--- config.mk ---
export PLATFORM = sky130hd
export DESIGN_NAME = ldrm_core
export DESIGN_NICKNAME = d
export VERILOG_FILES = /design/src/ldrm_pkg.sv /design/src/ldrm_ring_ptr.sv /design/src/ldrm_core.sv
export SDC_FILE = /design/constraint.sdc
export NUM_CORES = 1
export LEC_CHECK = 0
export ABC_AREA = 1
export BUFFER_PORTS_ARGS = -buffer_cell sky130_fd_sc_hd__buf_2
export CORE_UTILIZATION = 40
export CTS_CLUSTER_DIAMETER = 50
export CTS_CLUSTER_SIZE = 30
export DETAILED_ROUTE_END_ITERATION = 7
export PLACE_DENSITY = 0.66
export SLEW_MARGIN = 20
export SYNTH_ARGS = -nofsm -noshare
export SYNTH_HDL_FRONTEND = slang
export SYNTH_HIERARCHICAL = 1
export SYNTH_SLANG_ARGS = --single-unit
export TNS_END_PERCENT = 20
--- constraint.sdc ---
create_clock -name CLK -period 4.3 [get_ports CLK]
set_clock_uncertainty 0.05 [all_clocks]
set_input_delay 0.215 -clock CLK [delete_from_list [all_inputs] [get_ports CLK]]
set_output_delay 0.215 -clock CLK [all_outputs]
set_load 0.02 [all_outputs]
--- src/ldrm_pkg.sv ---
// Purpose: Shared constants for the LAN descriptor ring manager
// Assumes: 16-bit descriptor words, 24-bit buffer addresses
// Notes: Bit positions follow the descriptor word layouts
package ldrm_pkg;
  // ----------------------------------------
  // Descriptor field positions
  // ----------------------------------------
  localparam int OWN_BIT = 15;
  localparam int ERR_BIT = 14;
  localparam int RES_BIT = 13;
  localparam int MORE_BIT = 12;
  localparam int ONE_BIT = 11;
  localparam int DEFER_BIT = 10;
  localparam int FIRST_BIT = 9;
  localparam int LAST_BIT = 8;
  localparam int TX_BUFERR_BIT = 15;
  localparam int TX_UNDERFLOW_BIT = 14;
  localparam int TX_LATE_COL_BIT = 12;
  localparam int TX_CARRIER_LOSS_BIT = 11;
  localparam int TX_RETRY_ERR_BIT = 10;
  localparam int RX_OFLO_BIT = 12;
  localparam int RX_BUFERR_BIT = 10;
  localparam int RING_LEN_HI = 15;
  localparam int RING_LEN_LO = 13;
  localparam int CNT_W = 12;
  localparam int COL_DIST_W = 10;
  localparam int ADDR_W = 24;
  localparam int DESC_BYTES = 8;
  localparam logic [4:0] MAX_ATTEMPTS = 5'h10;
  localparam logic [15:0] WORD_RESET = 16'h0000;
  localparam logic [3:0] ONES_NIBBLE = 4'hF;
endpackage

--- src/ldrm_ring_ptr.sv ---
// Purpose: Ring entry pointer with power-of-two wrap
// Assumes: Length code 0..7 gives 1..128 entries
// Notes: Entries are one quadword apart
module ldrm_ring_ptr
  import ldrm_pkg::*;
(
  input wire logic clk,
  input wire logic reset_n,
  input wire logic [2:0] len_code,
  input wire logic [ADDR_W-1:0] base,
  input wire logic load,
  input wire logic step,
  output logic [6:0] index,
  output logic [ADDR_W-1:0] entry_addr
);
  logic [7:0] size;
  logic [6:0] next_index;

  assign size = 8'(8'h01 << len_code);
  assign next_index = (8'({1'b0, index}) + 8'h01 >= size) ? 7'h00 : index + 7'h01;

  always_ff @(posedge clk or negedge reset_n)
  begin
    if (!reset_n)
      index <= 7'h00;
    else if (load)
      index <= 7'h00;
    else if (step)
      index <= next_index;
  end

  assign entry_addr = base + ADDR_W'({index, 3'h0});
endmodule

--- src/ldrm_core.sv ---
// Purpose: Descriptor status generation for receive and transmit rings
// Assumes: Descriptor fetch/store engine outside consumes word outputs
// Notes: Events from the MAC are single-cycle pulses
module ldrm_core
  import ldrm_pkg::*;
(
  input wire logic CLK,
  input wire logic RESET_N,
  input wire logic INIT_DONE,
  input wire logic RECEIVER_DISABLE,
  input wire logic RETRY_DISABLE,
  input wire logic [15:0] RX_RING_POINTER,
  input wire logic [ADDR_W-1:0] RX_RING_BASE,
  input wire logic RX_PKT_START,
  input wire logic RX_BUF_DONE,
  input wire logic RX_PKT_END,
  input wire logic [CNT_W-1:0] RX_BYTE_COUNT,
  input wire logic RX_NEXT_OWNED,
  input wire logic RX_SILO_OVERFLOW,
  input wire logic [15:0] TX_DESC_WORD1_IN,
  input wire logic [15:0] TX_DESC_WORD1_NEXT,
  input wire logic TX_START,
  input wire logic CHANNEL_BUSY,
  input wire logic CARRIER_SENSE_INPUT,
  input wire logic COLLISION,
  input wire logic SLOT_ELAPSED,
  input wire logic SILO_EMPTY,
  input wire logic TX_BUF_END,
  input wire logic TX_FRAME_OK,
  output logic RECEIVER_ON_FLAG,
  output logic RX_ACCEPT,
  output logic RX_RING_STEP,
  output logic [ADDR_W-1:0] RX_ENTRY_ADDR,
  output logic [15:0] RX_DESC_WORD1,
  output logic [15:0] RX_DESC_WORD3,
  output logic RX_DESC_WRITE,
  output logic [15:0] TX_DESC_WORD1,
  output logic [15:0] TX_DESC_WORD3,
  output logic TX_DESC_WRITE,
  output logic TX_TRUNCATE,
  output logic TX_RETRY
);
  // ----------------------------------------
  // Receive ring pointer
  // ----------------------------------------
  logic [6:0] rx_index;
  logic [ADDR_W-1:0] rx_addr;
  logic rx_step;
  logic rx_in_pkt;
  logic rx_first;
  logic rx_buferr;
  logic rx_oflo;

  // Low three base bits are forced to zero; the host must align them anyway
  ldrm_ring_ptr u_rx_ptr (
    .clk(CLK),
    .reset_n(RESET_N),
    .len_code(RX_RING_POINTER[RING_LEN_HI:RING_LEN_LO]),
    .base({RX_RING_BASE[ADDR_W-1:3], 3'h0}),
    .load(INIT_DONE),
    .step(rx_step),
    .index(rx_index),
    .entry_addr(rx_addr)
  );

  assign rx_step = (RX_BUF_DONE || RX_PKT_END) && RECEIVER_ON_FLAG;

  // ----------------------------------------
  // Receiver enable
  // ----------------------------------------
  always_ff @(posedge CLK or negedge RESET_N)
  begin
    if (!RESET_N)
      RECEIVER_ON_FLAG <= 1'b0;
    else if (INIT_DONE)
      RECEIVER_ON_FLAG <= !RECEIVER_DISABLE;
  end

  always_ff @(posedge CLK or negedge RESET_N)
  begin
    if (!RESET_N)
    begin
      RX_ACCEPT <= 1'b0;
      RX_RING_STEP <= 1'b0;
      RX_ENTRY_ADDR <= '0;
    end
    else
    begin
      RX_ACCEPT <= RECEIVER_ON_FLAG && !RECEIVER_DISABLE;
      RX_RING_STEP <= rx_step;
      RX_ENTRY_ADDR <= rx_addr;
    end
  end

  // ----------------------------------------
  // Receive descriptor status
  // ----------------------------------------
  always_ff @(posedge CLK or negedge RESET_N)
  begin
    if (!RESET_N)
    begin
      rx_in_pkt <= 1'b0;
      rx_first <= 1'b0;
      rx_buferr <= 1'b0;
      rx_oflo <= 1'b0;
      RX_DESC_WORD1 <= WORD_RESET;
      RX_DESC_WORD3 <= WORD_RESET;
      RX_DESC_WRITE <= 1'b0;
    end
    else
    begin
      RX_DESC_WRITE <= 1'b0;
      if (RX_PKT_START && RECEIVER_ON_FLAG)
      begin
        rx_in_pkt <= 1'b1;
        rx_first <= 1'b1;
        rx_buferr <= 1'b0;
        rx_oflo <= 1'b0;
      end
      else if (rx_in_pkt && RX_BUF_DONE && !RX_PKT_END)
      begin
        RX_DESC_WORD1 <= WORD_RESET;
        RX_DESC_WORD1[FIRST_BIT] <= rx_first;
        RX_DESC_WRITE <= 1'b1;
        rx_first <= 1'b0;
        // Next buffer not owned or silo overflow sets buffer error and overflow at once
        if (!RX_NEXT_OWNED || RX_SILO_OVERFLOW)
        begin
          RX_DESC_WORD1[ERR_BIT] <= 1'b1;
          RX_DESC_WORD1[RX_BUFERR_BIT] <= 1'b1;
          RX_DESC_WORD1[RX_OFLO_BIT] <= 1'b1;
          rx_buferr <= 1'b1;
          rx_oflo <= 1'b1;
        end
      end
      else if (rx_in_pkt && RX_PKT_END)
      begin
        rx_in_pkt <= 1'b0;
        RX_DESC_WORD1 <= WORD_RESET;
        RX_DESC_WORD1[FIRST_BIT] <= rx_first;
        RX_DESC_WORD1[LAST_BIT] <= 1'b1;
        RX_DESC_WORD1[ERR_BIT] <= rx_buferr || rx_oflo;
        RX_DESC_WORD1[RX_BUFERR_BIT] <= rx_buferr;
        RX_DESC_WORD1[RX_OFLO_BIT] <= rx_oflo;
        RX_DESC_WORD3 <= {4'h0, RX_BYTE_COUNT};
        RX_DESC_WRITE <= 1'b1;
      end
    end
  end

  // ----------------------------------------
  // Transmit attempt tracking
  // ----------------------------------------
  logic [4:0] attempts;
  logic [COL_DIST_W-1:0] col_dist;
  logic tx_active;
  logic deferred;
  logic late_col;
  logic carrier_loss;
  logic underflow;
  logic buferr;
  logic retry_err;
  logic fatal;
  logic retry_limit;
  logic buf_fail;
  logic retry_go;
  logic tx_pending;

  assign fatal = late_col || carrier_loss || underflow || retry_err;
  assign retry_limit = RETRY_DISABLE || (attempts + 5'h01 >= MAX_ATTEMPTS);
  assign buf_fail = TX_BUF_END && !TX_DESC_WORD1_IN[LAST_BIT] && !TX_DESC_WORD1_NEXT[OWN_BIT];
  // Follows the branch order below, so a retried attempt never queues a write-back
  assign retry_go = tx_active && !buf_fail && !SILO_EMPTY && COLLISION && !SLOT_ELAPSED &&
    !retry_limit && !carrier_loss;

  always_ff @(posedge CLK or negedge RESET_N)
  begin
    if (!RESET_N)
    begin
      tx_active <= 1'b0;
      attempts <= 5'h00;
      col_dist <= '0;
      deferred <= 1'b0;
      late_col <= 1'b0;
      carrier_loss <= 1'b0;
      underflow <= 1'b0;
      buferr <= 1'b0;
      retry_err <= 1'b0;
      TX_RETRY <= 1'b0;
      TX_TRUNCATE <= 1'b0;
    end
    else
    begin
      TX_RETRY <= 1'b0;
      TX_TRUNCATE <= 1'b0;
      if (TX_START && !tx_active)
      begin
        tx_active <= 1'b1;
        col_dist <= '0;
        // A write-back still in flight closes the last packet, so this is a first attempt
        if (attempts == 5'h00 || tx_pending || TX_DESC_WRITE)
        begin
          attempts <= 5'h00;
          deferred <= CHANNEL_BUSY;
          {late_col, carrier_loss, underflow, buferr, retry_err} <= 5'h00;
        end
      end
      else if (tx_active)
      begin
        if (col_dist != '1)
          col_dist <= col_dist + COL_DIST_W'(1);
        if (!CARRIER_SENSE_INPUT && !COLLISION)
          carrier_loss <= 1'b1;
        if (buf_fail)
        begin
          buferr <= 1'b1;
          underflow <= 1'b1;
          TX_TRUNCATE <= 1'b1;
          tx_active <= 1'b0;
        end
        else if (SILO_EMPTY)
        begin
          underflow <= 1'b1;
          TX_TRUNCATE <= 1'b1;
          tx_active <= 1'b0;
        end
        else if (COLLISION && SLOT_ELAPSED)
        begin
          late_col <= 1'b1;
          tx_active <= 1'b0;
        end
        else if (COLLISION)
        begin
          tx_active <= 1'b0;
          if (retry_limit)
            retry_err <= 1'b1;
          else
          begin
            attempts <= attempts + 5'h01;
            TX_RETRY <= !carrier_loss;
          end
        end
        else if (TX_FRAME_OK)
          tx_active <= 1'b0;
      end
      else if (TX_DESC_WRITE)
        attempts <= 5'h00;
    end
  end

  // ----------------------------------------
  // Transmit descriptor write-back
  // ----------------------------------------
  logic tx_done;
  assign tx_done = tx_active && (TX_FRAME_OK || SILO_EMPTY || COLLISION || buf_fail);

  always_ff @(posedge CLK or negedge RESET_N)
  begin
    if (!RESET_N)
      tx_pending <= 1'b0;
    else
      tx_pending <= tx_done && !retry_go;
  end

  always_ff @(posedge CLK or negedge RESET_N)
  begin
    if (!RESET_N)
    begin
      TX_DESC_WORD1 <= WORD_RESET;
      TX_DESC_WORD3 <= WORD_RESET;
      TX_DESC_WRITE <= 1'b0;
    end
    else
    begin
      TX_DESC_WRITE <= 1'b0;
      if (tx_pending && !TX_RETRY && !tx_active)
      begin
        TX_DESC_WORD1 <= TX_DESC_WORD1_IN;
        TX_DESC_WORD1[OWN_BIT] <= 1'b0;
        TX_DESC_WORD1[ERR_BIT] <= fatal;
        TX_DESC_WORD1[RES_BIT] <= 1'b0;
        TX_DESC_WORD1[MORE_BIT] <= !fatal && attempts > 5'h01;
        TX_DESC_WORD1[ONE_BIT] <= !fatal && attempts == 5'h01;
        TX_DESC_WORD1[DEFER_BIT] <= deferred;
        TX_DESC_WORD3 <= {buferr, underflow, 1'b0, late_col, carrier_loss, retry_err, col_dist};
        TX_DESC_WRITE <= 1'b1;
      end
    end
  end

  // ----------------------------------------
  // Checks
  // ----------------------------------------
  rx_on_a: assert property (@(posedge CLK) disable iff (!RESET_N)
    INIT_DONE && RECEIVER_DISABLE |=> !RECEIVER_ON_FLAG)
    else $error("receiver on despite disable");
  rx_refuse_a: assert property (@(posedge CLK) disable iff (!RESET_N)
    RECEIVER_DISABLE && !RECEIVER_ON_FLAG |=> !RX_ACCEPT && !RX_RING_STEP)
    else $error("receive activity while disabled");
  rx_oflo_a: assert property (@(posedge CLK) disable iff (!RESET_N)
    RX_DESC_WRITE && RX_DESC_WORD1[RX_BUFERR_BIT] |-> RX_DESC_WORD1[RX_OFLO_BIT])
    else $error("buffer error without overflow");
  rx_buferr_a: assert property (@(posedge CLK) disable iff (!RESET_N)
    rx_in_pkt && RX_BUF_DONE && !RX_PKT_END && !RX_PKT_START && !RX_NEXT_OWNED
    |=> RX_DESC_WRITE && RX_DESC_WORD1[RX_BUFERR_BIT])
    else $error("buffer error not flagged");
  rx_len_a: assert property (@(posedge CLK) disable iff (!RESET_N)
    RX_DESC_WRITE |-> RX_DESC_WORD3[15:12] == 4'h0)
    else $error("message length upper bits set");
  tx_err_a: assert property (@(posedge CLK) disable iff (!RESET_N)
    TX_DESC_WRITE |-> TX_DESC_WORD1[ERR_BIT] == (|TX_DESC_WORD3[TX_UNDERFLOW_BIT:TX_RETRY_ERR_BIT]))
    else $error("error summary mismatch");
  tx_own_a: assert property (@(posedge CLK) disable iff (!RESET_N)
    TX_DESC_WRITE |-> !TX_DESC_WORD1[OWN_BIT] && !TX_DESC_WORD1[RES_BIT])
    else $error("ownership or reserved bit set");
  tx_underflow_a: assert property (@(posedge CLK) disable iff (!RESET_N)
    tx_active && SILO_EMPTY && !TX_BUF_END |=> underflow && TX_TRUNCATE)
    else $error("underflow not flagged");
  tx_late_col_a: assert property (@(posedge CLK) disable iff (!RESET_N)
    tx_active && COLLISION && SLOT_ELAPSED |=> !TX_RETRY)
    else $error("retry after late collision");
  tx_retry_err_a: assert property (@(posedge CLK) disable iff (!RESET_N)
    tx_active && COLLISION && RETRY_DISABLE && !SILO_EMPTY && !SLOT_ELAPSED && !TX_BUF_END
    |=> retry_err)
    else $error("retry error missing with retry disabled");
  tx_retry_a: assert property (@(posedge CLK) disable iff (!RESET_N)
    TX_DESC_WRITE |-> !(TX_DESC_WORD1[MORE_BIT] && TX_DESC_WORD1[ONE_BIT]))
    else $error("one and more both set");
endmodule

==> results.txt <==
status - completed
CTS Hold Bufs - 5
Post-synth EDFFs - 0
largest net degree at the start of global routing - 76
Iteration-0 DRC Markers - 204
Yosys top cell by area - dfrtp_1
minimum clock period - 2.06 ns
Finish-stage setup viols - 0
Setup TNS Final - 0 ns
CTS tree - yes
sequential share of the synthesized area - 48.5%
Critical Path RT - 4.52 ns
fillers - 1297
LEAKAGE - 3.66 nW
crit path cell chain - ha_1 -> nand3_1 -> xor2_1 -> inv_1 -> ha_1 -> a21oi_1 -> o21a_1 -> nand2_1 -> o21ai_0
Worst Setup End Kind - flop
Relative slew margins - 37.1%
Initial Util - 41.6%
grt met1 use - 22.1%
post-synthesis to final-layout area growth - 20.7%
CTS max path bufs - 2
Worst Path Buf+Inv - 1
Post-synth top flop - dfrtp_1
CP Data Arrival Time - 2.28 ns
total CTS buffers - 9
pwr/cell area - 402 nW/um^2
Max stage delay on crit path - 0.49 ns
clk slew on worst S/H paths - 0.07 ns
Core Area - 13400 sq um
Fmax - 485 MHz
Design Power - 0.00271 W
grt met2 use - 28.5%
CP top delay family - flip-flops
Reg-to-Reg Start - u_rx_ptr/index[0]
Die Width - 120 um
maximum fanout along the worst path - 7
IO Port Bufs - 141
Syn Area/Cell - 8.58 sq um
number of nets still failing antenna checks after routing - 0
Total Wirelength - 11800 um
Post-CTS Resized - 0
most frequent cells in the layout - nand2_1 (189), buf_2 (140), dfrtp_1 (108)
H-tree levels - 3
grt met3 use - 3.33%
dpl cells - 957
RSZ-0062 raised after global routing - false
worst slew pin tran - 0.944 ns
worst hold path endpoint - TX_DESC_WORD1[2]
mapped cell area - 5580 sq um
Worst R2R End - u_rx_ptr/index[4]
initial antenna violation count - 1
most common cell after layout, fill and taps aside - nand2_1
CP dominant cell by count - ha_1
Pre-antenna DRT Iters - 4
Min-Delay Path Class - input port to flop
worst reg2reg path depth - 9
Synth Instances - 650
clock sink count - 108
GRT busiest layer - met2
Final Max Tran Viols - 0
Ports - 197
Synth warnings - 6
Vias per Instance - 4.55
Final Hold Fails - 0
GRT Total Usage - 17.4%
WS Path Type - flop to flop
Post-synth ARST share - 100%
crit share post-route - 47.9%
die area - 14400 sq um
hold depth - 3
hold path start - TX_DESC_WORD1_IN[2]
R2R Setup Slk - 2.24 ns
die outline height - 120 um
FP Rows - 42
Worst Setup SP - u_rx_ptr/index[0]
maximum vdd drop - 0.000208 V
Max-Cap Viols - 0
count of cell types in the netlist - 38
Remaining Overflow, GRT - 0
Area contributors post-synth - dfrtp_1 (48%), nand2_1 (13%), inv_1 (5.6%)
Remaining DRCs - 0
NumNets Final - 920
Routed wire per std cell - 12.1 um
first-pass GRT wire length - 19700 um
worst skew pair latency - 0.36 ns
Yosys reg bits - 108
Synth top area share - 48.5%
hpwl dp - 8700 um
Final GP Congestion - 0.785
root buf cell - clkbuf_16
CP Launch Type - flop
setup bufs post-CTS - 0
via count - 4459
share of cells above drive strength 1 - 25.4%
non-filler instance count after layout - 979
vias in the first global route - 4225
CP max stage cell - dfrtp_1
[cells by family after synthesis]
logic type	share of synthesized area (%)
simple gates	25.7
buf+inv	10.0
flops	48.5
compound gates	5.38
fa+ha+maj	4.85
xor+xnor	3.14
mux	2.42
other cells	0.0672
[synthesized netlist by cell type (2+ instances only)]
master and n:
a21oi_1 9, buf_2 6, buf_4 23, clkbuf_1 2
dfrtp_1 108, ha_1 20, inv_1 83, inv_2 2
mux2_2 12, nand2_1 189, nand2_2 7, nand2_4 2
nand3_1 47, nand3_2 4, nand3b_1 4, nand4_1 12
nor2_1 33, nor2_2 3, nor2_4 3, nor3_1 7
nor3_2 3, o21a_1 2, o21ai_0 27, o21ai_1 5
o21ai_2 6, xnor2_1 10, xor2_1 10
[tightest hold or removal path: cells and delay by family]
family,cells,cell delay (ns)
buffers and inverters,1,0.07
and+or+nand+nor,2,0.09
[power breakdown]
part / internal (W) / leakage [nW] / switching, W
sequential: 0.00115 / 1.36 / 0.0000718
combinational: 0.000207 / 2.14 / 0.000402
clock: 0.000500 / 0.156 / 0.000378
total: 0.00186 / 3.66 / 0.000851
[state kept, by name, indices dropped and copies added (netlist names), 3 cells and up]
| register | count |
|---|---|
| RX_DESC_WORD3 | 12 |
| RX_DESC_WORD1 | 3 |
| attempts | 5 |
| u_rx_ptr/index | 7 |
| TX_DESC_WORD1 | 14 |
| col_dist | 10 |
| TX_DESC_WORD3 | 15 |
| RX_ENTRY_ADDR | 24 |
[area by class of cell]
class	instances	area (sq um)	area share, %
sequential	108	2700	40.1
clock buffer	13	270	4.01
inverter	85	319	4.74
clock inverter	3	43.8	0.651
multi-input combinational	444	2390	35.5
antenna	1	2.50	0.0372
timing repair buffer	149	781	11.6
tap	176	220	3.27
[worst max-delay path by stage]
stage                   endpoint  slack [ns]  cells after the start
6_report       u_rx_ptr/index[4]        2.24                      9
2_1_floorplan  u_rx_ptr/index[0]        2.54                     10
4_1_cts        u_rx_ptr/index[4]        2.23                      9
3_3_place_gp   u_rx_ptr/index[4]        2.27                      9
3_5_place_dp   u_rx_ptr/index[4]        2.22                      9
5_1_grt        u_rx_ptr/index[4]        2.00                      9
[stage by stage]
step | hold slack (ns) | utilization, % | worst slack, ns | cell area (sq um)
after floorplan | -0.131 | - | 2.54 | 5650
after global placement | 0.336 | 47.5 | 2.27 | 6360
after detailed placement | 0.336 | 47.5 | 2.22 | 6360
after CTS | 0.00351 | 50.2 | 2.23 | 6730
after global routing | 0.0122 | 50.2 | 2.00 | 6730
final | 0.0115 | 50.2 | 2.24 | 6730
[routing by layer]
layer | wire, um | vias up
met1 | 5470 | 2033
met3 | 510 | 15
met2 | 5630 | 104
met5 | 0 | -
li1 | - | 2307
met4 | 230 | 0
Power figures use the tool's default switching activity.
